$ cat src/hdl/mqr_pkg.sv
// Shared constants and types for the multi-queue read select and flag block.
// Assumes one clock drives both ports; all users refer to names as mqr_pkg::name.
package mqr_pkg;

  // Data and selection widths
  localparam int DATA_W = 18;
  localparam int QUEUE_CNT = 4;
  localparam int QSEL_W = 2;
  localparam int RSEL_W = 3;
  localparam int DEV_W = 3;
  localparam int FIFO_DEPTH = 8;
  localparam int LEVEL_W = 4;

  // Read select code that names the null queue
  localparam logic [RSEL_W-1:0] NULL_QUEUE = 3'h4;

  // Almost-full boundary: flag active once the free space drops to this
  localparam logic [LEVEL_W-1:0] AF_OFFSET = 4'h2;
  localparam logic [LEVEL_W-1:0] AF_LEVEL = 4'h8 - AF_OFFSET;

  // Queue switch latency in clock cycles, on both ports
  localparam int SWITCH_CYCLES = 3;

  // Reset values
  localparam logic [DATA_W-1:0] OUT_RST = 18'h00000;
  localparam logic [DEV_W-1:0] DEV_RST = 3'h0;
  localparam logic [QSEL_W-1:0] WQ_RST = 2'h0;

  // Read switch sequence: idle, then three edges toward the new queue
  typedef enum logic [1:0] {
    RS_IDLE,
    RS_SW1,
    RS_SW2,
    RS_SW3
  } mqr_rd_state_type;

endpackage : mqr_pkg

$ cat src/hdl/mqr_fifo.sv
// One queue of the device: a small synchronous FIFO with valid/ready on both sides.
// Assumes DEPTH is a power of two; output word is visible while out_valid_o is high.
`timescale 1ns/10ps
module mqr_fifo #(
  parameter int WIDTH = 18,
  parameter int DEPTH = 8
) (
  input wire logic ref_clk_i,
  input wire logic rst_n_i,
  input wire logic in_valid_i,
  output logic in_ready_o,
  input wire logic [WIDTH-1:0] in_data_i,
  output logic out_valid_o,
  input wire logic out_ready_i,
  output logic [WIDTH-1:0] out_data_o,
  output logic [$clog2(DEPTH+1)-1:0] level_o
);

  localparam int AW = $clog2(DEPTH);
  localparam int CW = $clog2(DEPTH + 1);

  logic [WIDTH-1:0] mem [DEPTH];
  logic [AW-1:0] wr_ptr;
  logic [AW-1:0] rd_ptr;
  logic [CW-1:0] count;
  logic push;
  logic pop;

  // Honest flags straight from the fill count
  assign in_ready_o = (count != CW'(DEPTH));
  assign out_valid_o = (count != '0);
  assign out_data_o = mem[rd_ptr];
  assign level_o = count;
  assign push = in_valid_i && in_ready_o;
  assign pop = out_valid_o && out_ready_i;

  // Storage has no reset; only pointers and the fill count need a defined start
  always_ff @(posedge ref_clk_i) begin
    if (push) begin
      mem[wr_ptr] <= in_data_i;
    end
  end

  // Pointers wrap naturally at a power-of-two depth
  always_ff @(posedge ref_clk_i) begin
    if (!rst_n_i) begin
      wr_ptr <= '0;
      rd_ptr <= '0;
    end else begin
      if (push) begin
        wr_ptr <= wr_ptr + AW'(1);
      end
      if (pop) begin
        rd_ptr <= rd_ptr + AW'(1);
      end
    end
  end

  // Fill count
  always_ff @(posedge ref_clk_i) begin
    if (!rst_n_i) begin
      count <= '0;
    end else begin
      unique case ({push, pop})
        2'b10: count <= count + CW'(1);
        2'b01: count <= count - CW'(1);
        2'b00, 2'b11: count <= count;
      endcase
    end
  end

endmodule : mqr_fifo

$ cat src/hdl/mqr_top.sv
// Read-port queue switching, output-valid and almost-full flags of a multi-queue FIFO.
// Assumes controller inputs are synchronous to ref_clk_i; expansion devices share selects.
//
// Overview of operation
// Data from a newly selected read queue appears three clocks after selection.
// During the switch interval the old queue still supplies its next word.
// First word of a non-empty new queue falls through three clocks later regardless.
// Empty new queue: previous last word stays, output-valid goes high.
// Output-valid goes high the cycle after the last word is read.
// Output-valid reflects the new read queue three clocks after selection.
// Write into empty selected queue makes word fall through, valid low.
// New owner device drives data and valid; previous owner releases them.
// With read advance high and no fall-through, output word holds.
// Enabled reads right after a selection return old queue words.
// Output enable acts asynchronously on the data output drivers.
// Null queue acts like an empty queue; last word stays, valid high.
// Controller leaves at least four clocks between read queue selections.
// Almost-full follows a new write queue three clocks after selection.
// Write crossing the almost-full boundary drives the flag low two clocks later.
// Unselected device keeps its almost-full output released until selection latency.
// Almost-full goes inactive after switching to a queue not almost full.
// Read and write side updates are all registered on rising clock edges; the data output enable q_oe_n_o is an unregistered gate.
`timescale 1ns/10ps
module mqr_top #(
  parameter logic [2:0] DEV_ID = 3'h0
) (
  input wire logic ref_clk_i,
  input wire logic rst_n_i,
  input wire logic wr_sel_load_i,
  input wire logic [mqr_pkg::DEV_W-1:0] wr_sel_dev_i,
  input wire logic [mqr_pkg::QSEL_W-1:0] wr_sel_queue_i,
  input wire logic wr_en_n_i,
  input wire logic [mqr_pkg::DATA_W-1:0] wr_data_i,
  input wire logic rd_sel_load_i,
  input wire logic [mqr_pkg::DEV_W-1:0] rd_sel_dev_i,
  input wire logic [mqr_pkg::RSEL_W-1:0] rd_sel_queue_i,
  input wire logic rd_en_n_i,
  input wire logic out_en_n_i,
  output logic [mqr_pkg::DATA_W-1:0] q_o,
  output logic q_oe_n_o,
  output logic output_valid_n_o,
  output logic output_valid_oe_n_o,
  output logic almost_full_n_o,
  output logic almost_full_oe_n_o,
  output logic wr_ready_o
);

  // Queue storage interface, one slot per queue
  logic fifo_in_valid [mqr_pkg::QUEUE_CNT];
  logic fifo_in_ready [mqr_pkg::QUEUE_CNT];
  logic fifo_out_valid [mqr_pkg::QUEUE_CNT];
  logic fifo_out_ready [mqr_pkg::QUEUE_CNT];
  logic [mqr_pkg::DATA_W-1:0] fifo_out_data [mqr_pkg::QUEUE_CNT];
  logic [mqr_pkg::LEVEL_W-1:0] fifo_level [mqr_pkg::QUEUE_CNT];

  // Read side state
  mqr_pkg::mqr_rd_state_type rd_state;
  logic [mqr_pkg::DEV_W-1:0] rd_cur_dev;
  logic [mqr_pkg::RSEL_W-1:0] rd_cur_q;
  logic [mqr_pkg::DEV_W-1:0] rd_pend_dev;
  logic [mqr_pkg::RSEL_W-1:0] rd_pend_q;
  logic [mqr_pkg::DATA_W-1:0] out_word;
  logic out_valid_n;
  logic rd_drive_n;

  // Read side decode
  logic [mqr_pkg::DEV_W-1:0] rd_dev;
  logic [mqr_pkg::RSEL_W-1:0] rd_q;
  logic [mqr_pkg::QSEL_W-1:0] rd_idx;
  logic rd_real;
  logic rd_avail;
  logic rd_force;
  logic rd_take;

  // Write side state and flag pipeline
  logic wr_own;
  logic [mqr_pkg::QSEL_W-1:0] wr_q;
  logic wf_own_d1;
  logic [mqr_pkg::QSEL_W-1:0] wf_q_d1;
  logic wf_own_d2;
  logic [mqr_pkg::LEVEL_W-1:0] af_level;
  logic almost_full_n;
  logic af_drive_n;
  logic wr_ready;

  // A read select names a real queue of this device, not the null queue
  function automatic logic queue_real(input logic [mqr_pkg::DEV_W-1:0] dev,
                                      input logic [mqr_pkg::RSEL_W-1:0] q);
    queue_real = (dev == DEV_ID) && (q != mqr_pkg::NULL_QUEUE);
  endfunction : queue_real

  // One storage FIFO per queue
  for (genvar g = 0; g < mqr_pkg::QUEUE_CNT; g++) begin : g_queue
    mqr_fifo #(
      .WIDTH(mqr_pkg::DATA_W),
      .DEPTH(mqr_pkg::FIFO_DEPTH)
    ) u_fifo (
      .ref_clk_i(ref_clk_i),
      .rst_n_i(rst_n_i),
      .in_valid_i(fifo_in_valid[g]),
      .in_ready_o(fifo_in_ready[g]),
      .in_data_i(wr_data_i),
      .out_valid_o(fifo_out_valid[g]),
      .out_ready_i(fifo_out_ready[g]),
      .out_data_o(fifo_out_data[g]),
      .level_o(fifo_level[g])
    );

    // Writes land only in the selected queue of the owning device
    assign fifo_in_valid[g] = !wr_en_n_i && wr_own && (wr_q == g);
    // Pop only the queue feeding the output register this edge
    assign fifo_out_ready[g] = rd_take && (rd_idx == g);
  end

  // Read switch sequence; selections during a switch are ignored
  always_ff @(posedge ref_clk_i) begin
    if (!rst_n_i) begin
      rd_state <= mqr_pkg::RS_IDLE;
    end else begin
      unique case (rd_state)
        mqr_pkg::RS_IDLE: begin
          if (rd_sel_load_i) begin
            rd_state <= mqr_pkg::RS_SW1;
          end
        end
        mqr_pkg::RS_SW1: rd_state <= mqr_pkg::RS_SW2;
        mqr_pkg::RS_SW2: rd_state <= mqr_pkg::RS_SW3;
        mqr_pkg::RS_SW3: rd_state <= mqr_pkg::RS_IDLE;
      endcase
    end
  end

  // Pending and current read selection
  always_ff @(posedge ref_clk_i) begin
    if (!rst_n_i) begin
      rd_pend_dev <= mqr_pkg::DEV_RST;
      rd_pend_q <= mqr_pkg::NULL_QUEUE;
      rd_cur_dev <= mqr_pkg::DEV_RST;
      rd_cur_q <= mqr_pkg::NULL_QUEUE;
    end else begin
      if (rd_state == mqr_pkg::RS_IDLE && rd_sel_load_i) begin
        rd_pend_dev <= rd_sel_dev_i;
        rd_pend_q <= rd_sel_queue_i;
      end
      // Old queue stays current until the third edge
      if (rd_state == mqr_pkg::RS_SW3) begin
        rd_cur_dev <= rd_pend_dev;
        rd_cur_q <= rd_pend_q;
      end
    end
  end

  // Which queue feeds the output register, and whether it advances
  always_comb begin
    rd_dev = (rd_state == mqr_pkg::RS_SW3) ? rd_pend_dev : rd_cur_dev;
    rd_q = (rd_state == mqr_pkg::RS_SW3) ? rd_pend_q : rd_cur_q;
    rd_idx = rd_q[mqr_pkg::QSEL_W-1:0];
    rd_real = queue_real(rd_dev, rd_q);
    rd_avail = rd_real && fifo_out_valid[rd_idx];
    // Second edge refills from the old queue, third loads the new one
    rd_force = (rd_state == mqr_pkg::RS_SW2) || (rd_state == mqr_pkg::RS_SW3);
    // Empty output register pulls a word in regardless of read advance
    rd_take = rd_avail && (rd_force || out_valid_n || !rd_en_n_i);
  end

  // Output register: holds its word unless a word is taken
  always_ff @(posedge ref_clk_i) begin
    if (!rst_n_i) begin
      out_word <= mqr_pkg::OUT_RST;
    end else if (rd_take) begin
      out_word <= fifo_out_data[rd_idx];
    end
  end

  // Output-valid: stale word stays on the bus but is marked as read
  always_ff @(posedge ref_clk_i) begin
    if (!rst_n_i) begin
      out_valid_n <= 1'b1;
    end else if (rd_take) begin
      out_valid_n <= 1'b0;
    end else if (rd_state == mqr_pkg::RS_SW3) begin
      out_valid_n <= 1'b1;
    end else if (!rd_en_n_i) begin
      out_valid_n <= 1'b1;
    end
  end

  // Bus ownership in expansion moves at the third edge on every device
  always_ff @(posedge ref_clk_i) begin
    if (!rst_n_i) begin
      rd_drive_n <= 1'b1;
    end else if (rd_state == mqr_pkg::RS_SW3) begin
      rd_drive_n <= (rd_pend_dev != DEV_ID);
    end
  end

  // Read outputs straight from their registers
  assign q_o = out_word;
  assign output_valid_n_o = out_valid_n;
  assign output_valid_oe_n_o = rd_drive_n;
  // Gate only, no edge: output enable must reach the pads at once
  assign q_oe_n_o = out_en_n_i | rd_drive_n;

  // Write queue selection takes effect for data on the next edge
  always_ff @(posedge ref_clk_i) begin
    if (!rst_n_i) begin
      wr_own <= 1'b0;
      wr_q <= mqr_pkg::WQ_RST;
    end else if (wr_sel_load_i) begin
      wr_own <= (wr_sel_dev_i == DEV_ID);
      wr_q <= wr_sel_queue_i;
    end
  end

  // Ownership delayed twice, queue index once; the level stage makes up the second edge
  always_ff @(posedge ref_clk_i) begin
    if (!rst_n_i) begin
      wf_own_d1 <= 1'b0;
      wf_q_d1 <= mqr_pkg::WQ_RST;
      wf_own_d2 <= 1'b0;
    end else begin
      wf_own_d1 <= wr_own;
      wf_q_d1 <= wr_q;
      wf_own_d2 <= wf_own_d1;
    end
  end

  // Level registered once, so a crossing write shows on the flag two edges later
  always_ff @(posedge ref_clk_i) begin
    if (!rst_n_i) begin
      af_level <= '0;
      almost_full_n <= 1'b1;
    end else begin
      af_level <= fifo_level[wf_q_d1];
      almost_full_n <= (af_level < mqr_pkg::AF_LEVEL);
    end
  end

  // Flag driver stays released until ownership has passed the latency
  always_ff @(posedge ref_clk_i) begin
    if (!rst_n_i) begin
      af_drive_n <= 1'b1;
    end else begin
      af_drive_n <= !wf_own_d2;
    end
  end

  // Back-pressure toward the writer; a write seen while full is dropped
  always_ff @(posedge ref_clk_i) begin
    if (!rst_n_i) begin
      wr_ready <= 1'b0;
    end else begin
      wr_ready <= wr_own && fifo_in_ready[wr_q];
    end
  end

  assign almost_full_n_o = almost_full_n;
  assign almost_full_oe_n_o = af_drive_n;
  assign wr_ready_o = wr_ready;

endmodule : mqr_top

$ cat config.mk
export PLATFORM = sky130hd
export DESIGN_NAME = mqr_top
export DESIGN_NICKNAME = d
export VERILOG_FILES = /design/src/hdl/mqr_pkg.sv /design/src/hdl/mqr_fifo.sv /design/src/hdl/mqr_top.sv
export SDC_FILE = /design/constraint.sdc
export NUM_CORES = 1
export LEC_CHECK = 0
export ABC_AREA = 0
export BUFFER_PORTS_ARGS = -buffer_cell sky130_fd_sc_hd__buf_4
export CAP_MARGIN = 25
export CORE_MARGIN = 8
export CORE_UTILIZATION = 45
export CTS_BUF_LIST = sky130_fd_sc_hd__clkbuf_2 sky130_fd_sc_hd__clkbuf_4 sky130_fd_sc_hd__clkbuf_8
export DETAILED_ROUTE_END_ITERATION = 8
export GPL_ROUTABILITY_DRIVEN = 0
export PLACE_DENSITY_LB_ADDON = 0.1
export SYNTH_ARGS = -nofsm -noshare
export SYNTH_HDL_FRONTEND = slang
export SYNTH_SLANG_ARGS = --single-unit
$ cat constraint.sdc
create_clock -name ref_clk_i -period 4.15 [get_ports ref_clk_i]
set_input_delay 0.83 -clock ref_clk_i [delete_from_list [all_inputs] [get_ports ref_clk_i]]
set_output_delay 0.83 -clock ref_clk_i [all_outputs]
set_load 0.1 [all_outputs]
[Word-level counts from Yosys, hierarchy flattened]
Memories as Yosys holds them, arrays and structs flattened. A register that Yosys moved wholly into a read port is not among the register bits.
Cells that the tools add are included.
Cells by class
  add/subtract/negate cells: 16
  order comparisons: 4
  eq/ne operators: 28
  mux-type cells: 39
  bitwise logic cells: 4
  reductions and logical operators: 46
Operators with widths (count)
  $bmux W18 S2: 1
  $mux W18: 2
  $pmux W4 S2: 4
  $mux W3: 10
  $eq A2 B2 Y1 const B: 14
  $add A3 B1 Y3 const B: 8
  $logic_and A1 B1 Y1: 22
  $add A4 B1 Y4 const B: 4
  $ne A4 B4 Y1 const B: 4
  $reduce_bool A4 Y1: 4
  $sub A4 B1 Y4 const B: 4
  $mux W1: 15
  $eq A2 B1 Y1 const B: 7
  $logic_not A2 Y1: 7
  $ge A3 B3 Y1 const B: 3
  $not A2 Y3: 3
  $bmux W4 S2: 1
  $mux W4: 2
  $pmux W2 S4: 1
  $reduce_or A2 Y1: 4
  $logic_not A3 Y1: 2
  $bmux W1 S2: 2
  $lt A4 B3 Y1 const B: 1
  $logic_not A1 Y1: 3
  7 further kinds: 9
Word-level totals
  bits in registers: 88
  memory bits (writable): 576
  word-level logic and storage cells: 170
  memories: 4
Memory list
  g_queue[0].u_fifo.mem: words 8, width 18, read ports 1, clocked after Yosys merged registers in 1, write ports 1, line mqr_fifo.sv:22  | logic [WIDTH-1:0] mem [DEPTH];
  g_queue[1].u_fifo.mem: words 8, width 18, read ports 1, clocked after Yosys merged registers in 1, write ports 1, line mqr_fifo.sv:22
  g_queue[2].u_fifo.mem: words 8, width 18, read ports 1, clocked after Yosys merged registers in 1, write ports 1, line mqr_fifo.sv:22
  g_queue[3].u_fifo.mem: words 8, width 18, read ports 1, clocked after Yosys merged registers in 1, write ports 1, line mqr_fifo.sv:22

[Logic depth before layout (Yosys ltp)]
  depth in word-level cells: 12
  depth in mapped cells: 14
  mapped depth without buffers: 13

[By module]
Synthesis repeated with hierarchy kept, for this count alone.
Second synthesis, totals
  cell total of the unflattened synthesis: 1382
  area, all modules: 26885.8 µm²
By module, submodules not included
  mqr_fifo (g_queue[0].u_fifo ...): times used 3, cells an instance 282, area an instance 6079.6 µm², sequential area each 4584.4 µm²
  mqr_fifo (g_queue[2].u_fifo): times used 1, cells an instance 282, area an instance 6093.3 µm², sequential area each 4584.4 µm²
  mqr_top: times used 1, cells an instance 254, area an instance 2553.7 µm², sequential area each 940.9 µm²

[Least setup slack after synthesis]
Ideal clock, no wire load.
  kind: in2reg
  start: in wr_en_n_i
  end: mem g_queue[3].u_fifo.mem[0][0] (enable)
  library setup time: 0.439 ns
  arrival time: 3.227 ns
  data required time: 3.711 ns
  slack: 0.484 ns
  cell stages on the path: 4
  path buffers: 1
  cells stage by stage: nand3b_1 -> a211o_1 -> clkbuf_1 -> nor4_1
Between the ends
  cells in the longest elaborated chain, start to end: 6
RTL lines
  start: declaration: line mqr_top.sv:32  | input wire logic wr_en_n_i,
  $logic_not A1 Y1: line mqr_top.sv:110  | assign fifo_in_valid[g] = !wr_en_n_i && wr_own && (wr_q == g);
  $logic_and A1 B1 Y1 (2 in series): line mqr_top.sv:110
  $logic_and A1 B1 Y1: line mqr_fifo.sv:34  | assign push = in_valid_i && in_ready_o;
  $mux W1: line mqr_fifo.sv:39  | if (push) begin
  $mux W1 (implied by the code): line mqr_fifo.sv:40  | mem[wr_ptr] <= in_data_i;
  end: declaration: line mqr_fifo.sv:22
Every way passes these cells.

[Worst setup path in the final report]
  start: reg rd_state[1]
  end: reg g_queue[1].u_fifo.count[2]
Between the ends
  cells in the longest elaborated chain, start to end: 12
  elaborated cells between the ends (all ways): 25
  classes of those cells: eq/ne: 7; mux: 6; bitwise: 1; reduce/logical: 11
RTL lines
  start: declaration: line mqr_top.sv:57  | mqr_pkg::mqr_rd_state_type rd_state;
  start signal: assignment: line mqr_top.sv:118  | rd_state <= mqr_pkg::RS_IDLE;
  start signal: assignment: line mqr_top.sv:123  | rd_state <= mqr_pkg::RS_SW1;
  start signal: assignment: line mqr_top.sv:126  | mqr_pkg::RS_SW1: rd_state <= mqr_pkg::RS_SW2;
  $eq A2 B2 Y1: line mqr_top.sv:155, mqr_top.sv:156, mqr_top.sv:161
  $mux W3
  $not A2 Y3 (implied by the code): line mqr_top.sv:159  | rd_avail = rd_real && fifo_out_valid[rd_idx];
  $bmux W1 S2: line mqr_top.sv:159
  $mux W1 (implied by the code) (2 in series): line mqr_top.sv:159
  $logic_and A1 B1 Y1: line mqr_top.sv:159
  $logic_and A1 B1 Y1: line mqr_top.sv:163  | rd_take = rd_avail && (rd_force || out_valid_n || !rd_en_n_i);
  $logic_and A1 B1 Y1 *: line mqr_top.sv:112  | assign fifo_out_ready[g] = rd_take && (rd_idx == g);
  $logic_and A1 B1 Y1 *: line mqr_fifo.sv:35  | assign pop = out_valid_o && out_ready_i;
  $eq A2 B1 Y1, or another cell as far along: line mqr_fifo.sv:64  | unique case ({push, pop})
  $pmux W4 S2 / $reduce_or A2 Y1 (equally long branches): line mqr_fifo.sv:64
  end signal: assignment: line mqr_fifo.sv:65  | 2'b10: count <= count + CW'(1);
  end signal: assignment: line mqr_fifo.sv:66  | 2'b01: count <= count - CW'(1);
  end signal: assignment: line mqr_fifo.sv:67  | 2'b00, 2'b11: count <= count;
  end: declaration: line mqr_fifo.sv:25  | logic [CW-1:0] count;
Every way passes the cells marked *; elsewhere a longest branch is shown, timed or not. The select of a mux whose other input is x is not followed.
A chain may end at the register's enable or synchronous reset.

==> results.yml <==
run_status:
  status: "completed"
critical_path:
  cp-end-kind: "register"
  critPathKind: "register to register"
  startpoint_type: "register"
  crit_arrival_ns: 4.16
  cp_cell_sequence: "ha_1 > nor4b_4 > nor2_1 > a2111o_1 > nor2_1 > ha_1 > xor2_1 > ha_1 > a21oi_1 > xor2_1 > or3_1 > a21oi_1"
  worstPathRequired_ns: 4.76
  crit_fanout: 16
  cpMostUsedCell: "ha_1"
  crit_start: "rd_state[1]"
  critical_path_buf_inv_count: 0
  slowest_stage: "ha_1"
  critPathMaxStageDelay_ns: 0.59
  crit_family: "adder cells"
  r2r_start: "rd_state[1]"
sta:
  max_freq_mhz: 282
  tns_ns: 0
  skew_ns: 0.0272
  post-route-period-util: 0.855
  slew-limit-headroom: 0.406
  finalHoldViolations: 0
  grt_setup_unrepaired: "false"
  finalCriticalPeriod_ns: 3.55
  setup_viol: 0
  slew_viol_final: 0
  max_slew.worst_pin.slew_ns: 0.891
layout:
  fillers: 4808
  drive_gt1_frac: 0.314
  finalInstanceArea_sq_um: 30700
  final_util: 0.522
  multiInputGateArea_sq_um: 7080
  syn2layout_area_growth_pct: 15.1
  num-nets-final: 1700
  fin_cells: 2509
  ff_latch_area_sq_um: 19300
clock_network:
  cts_sinks: 675
  path_clk_slew_ns: 0.06
  cts_tree: "built"
  htreeDepth: 3
  clk_path_buf_depth: 3
  cts_made_buffers: 111
  cts-root-buf: "clkbuf_8"
  post_cts_buffers: 0
  cts_resized: 0
  cts_hold_buf: 0
  clk_latency_ns: 0.69
hold_path:
  hp-class: "register to register"
  hold_start: "wf_own_d2"
global_routing:
  grt_use_total: 0.190
  grt_overflow: 0
  grt_pass1_vias: 14300
  grt_max_degree: 57
  grt_antenna_before_repair: 2
  grt_first_pass_wirelength_um: 94600
route:
  ant_nets: 0
  drc: 0
  post_drt_via_cell_ratio: 5.66
  num_vias: 14200
  wl_per_cell_um: 25.6
  routed_wl_um: 64300
  dr.pass1.iters: 5
  drtIter0Drc: 1223
die:
  rows: 89
  dieArea_sq_um: 67300
  die_x_um: 259
  ios: 60
  core-area_sq_um: 58800
  start_util: 0.454
  fp.dieH_um: 259
synthesis:
  synth_seq_cells: 675
  yosysMostFrequentCell: "edfxtp_1"
  yosysWarnings: 0
  synthCells: 1482
  synth_enable_flop_cells: 576
  ys_types: 60
  async_flop_share: 0
  yosysTopAreaCell: "edfxtp_1"
  synth_area_leaders: "edfxtp_1 65%, mux4_2 10%, dfxtp_1 7.4%, mux2i_1 2.4%, mux2_2 1.9%"
  syn_nets: 1542
  synth_top_area_share: 0.649
  synth_seq_area_share: 0.723
  yosys-top-cells-count: "576 x edfxtp_1, 122 x mux4_2, 99 x dfxtp_1"
  avgSynthCellArea_sq_um: 18.0
  synth_ff_type: "edfxtp_1"
  syn_area_sq_um: 26700
placement:
  place_area_sq_um: 28400
  placedCellCount: 2299
  hpwl_um: 38900
  numPortBuffers: 59
pwr:
  powerDensity_nw_per_um2: 478
  cellLeakagePower_nw: 9.85
  vdd_ir_drop_max_mv: 0.325
flow_run:
  drv_cap: 0
## worst reg2reg max path, cell delays in order (launching register included)
cell and delay [ns]:
dfxtp_1 0.37, ha_1 0.59, nor4b_4 0.32, nor2_1 0.13, a2111o_1 0.55, nor2_1 0.24
ha_1 0.28, xor2_1 0.17, ha_1 0.16, a21oi_1 0.05, xor2_1 0.16, or3_1 0.30
a21oi_1 0.15
## per-layer routing
| layer | track usage | wire length [um] | share of wire |
|---|---|---|---|
| met1 | 0.275 | 29100 | 0.45 |
| met2 | 0.291 | 29500 | 0.46 |
| met3 | 0.0402 | 4550 | 0.071 |
| met4 | 0.0558 | 1170 | 0.018 |
| met5 | 0 | 0 | 0 |
## cell type report
| cell class | count | area share |
|---|---|---|
| timing repair buffer | 124 | 0.0324 |
| sequential | 675 | 0.628 |
| inverter | 12 | 0.00147 |
| antenna | 4 | 0.000326 |
| tap | 773 | 0.0315 |
| clock inverter | 43 | 0.00999 |
| clock buffer | 162 | 0.0653 |
| multi-input combinational | 716 | 0.231 |
## registers in the layout, indices dropped and copies added (netlist names), 12 cells and up, named ones only
name and count:
g_queue.u_fifo.rd_ptr 12, g_queue.u_fifo.level_o 16, g_queue.u_fifo.wr_ptr 12, g_queue.u_fifo.mem 576, q_o 18
## final timing paths
kind | cells after the start | slack [ns] | to
max | 12 | 0.60 | g_queue[1].u_fifo.level_o[2]
min | 1 | 0.37 | almost_full_oe_n_o
max reg2reg | 12 | 0.60 | g_queue[1].u_fifo.level_o[2]
min reg2reg | 1 | 0.37 | almost_full_oe_n_o
## power by group
| part | internal, mW | switching, mW | total (mW) | leakage (nW) |
|---|---|---|---|---|
| Combinational | 0.328 | 0.861 | 1.19 | 2.64 |
| Clock | 3.34 | 2.60 | 5.94 | 1.23 |
| Sequential | 7.43 | 0.110 | 7.54 | 5.98 |
## stage by stage
step           power [mW]  setup WS (ns)  hold WS [ns]
2_1_floorplan        8.43          0.484         0.343
3_3_place_gp         8.85          0.623         0.350
3_5_place_dp         8.87          0.576         0.354
4_1_cts              14.8          0.570         0.317
5_1_grt              15.2          0.302         0.351
6_report             14.7          0.601         0.366
## cells in the final DEF, fill, tap and decap left out, types with 10 or more instances in the layout
master,Yosys,routed
clkbuf_8,0,126
nor3_2,0,10
o21ai_0,18,18
ha_1,24,24
o22ai_1,29,29
inv_1,11,10
nor4_1,11,10
dfxtp_1,99,92
mux4_2,122,122
clkinv_2,0,19
mux2_2,46,46
xor2_1,16,16
edfxtp_1,576,576
nor2_1,81,63
or3_1,16,16
clkinv_1,0,16
nand2b_1,24,24
buf_4,5,119
nor3_1,35,25
a21oi_1,52,52
nand3_1,21,21
mux2i_1,64,64
nand2_1,34,34
nor2_2,0,18
clkbuf_4,0,36
nor2b_1,24,24
## kinds of logic after synthesis
group           after synthesis  synth area share
flops                       675             0.723
simple gates                282            0.0553
mux                         233             0.147
compound gates              157            0.0407
buf+inv                      91            0.0163
fa+ha+maj                    24            0.0113
xor+xnor                     20           0.00657
Power figures use the tool's default switching activity.
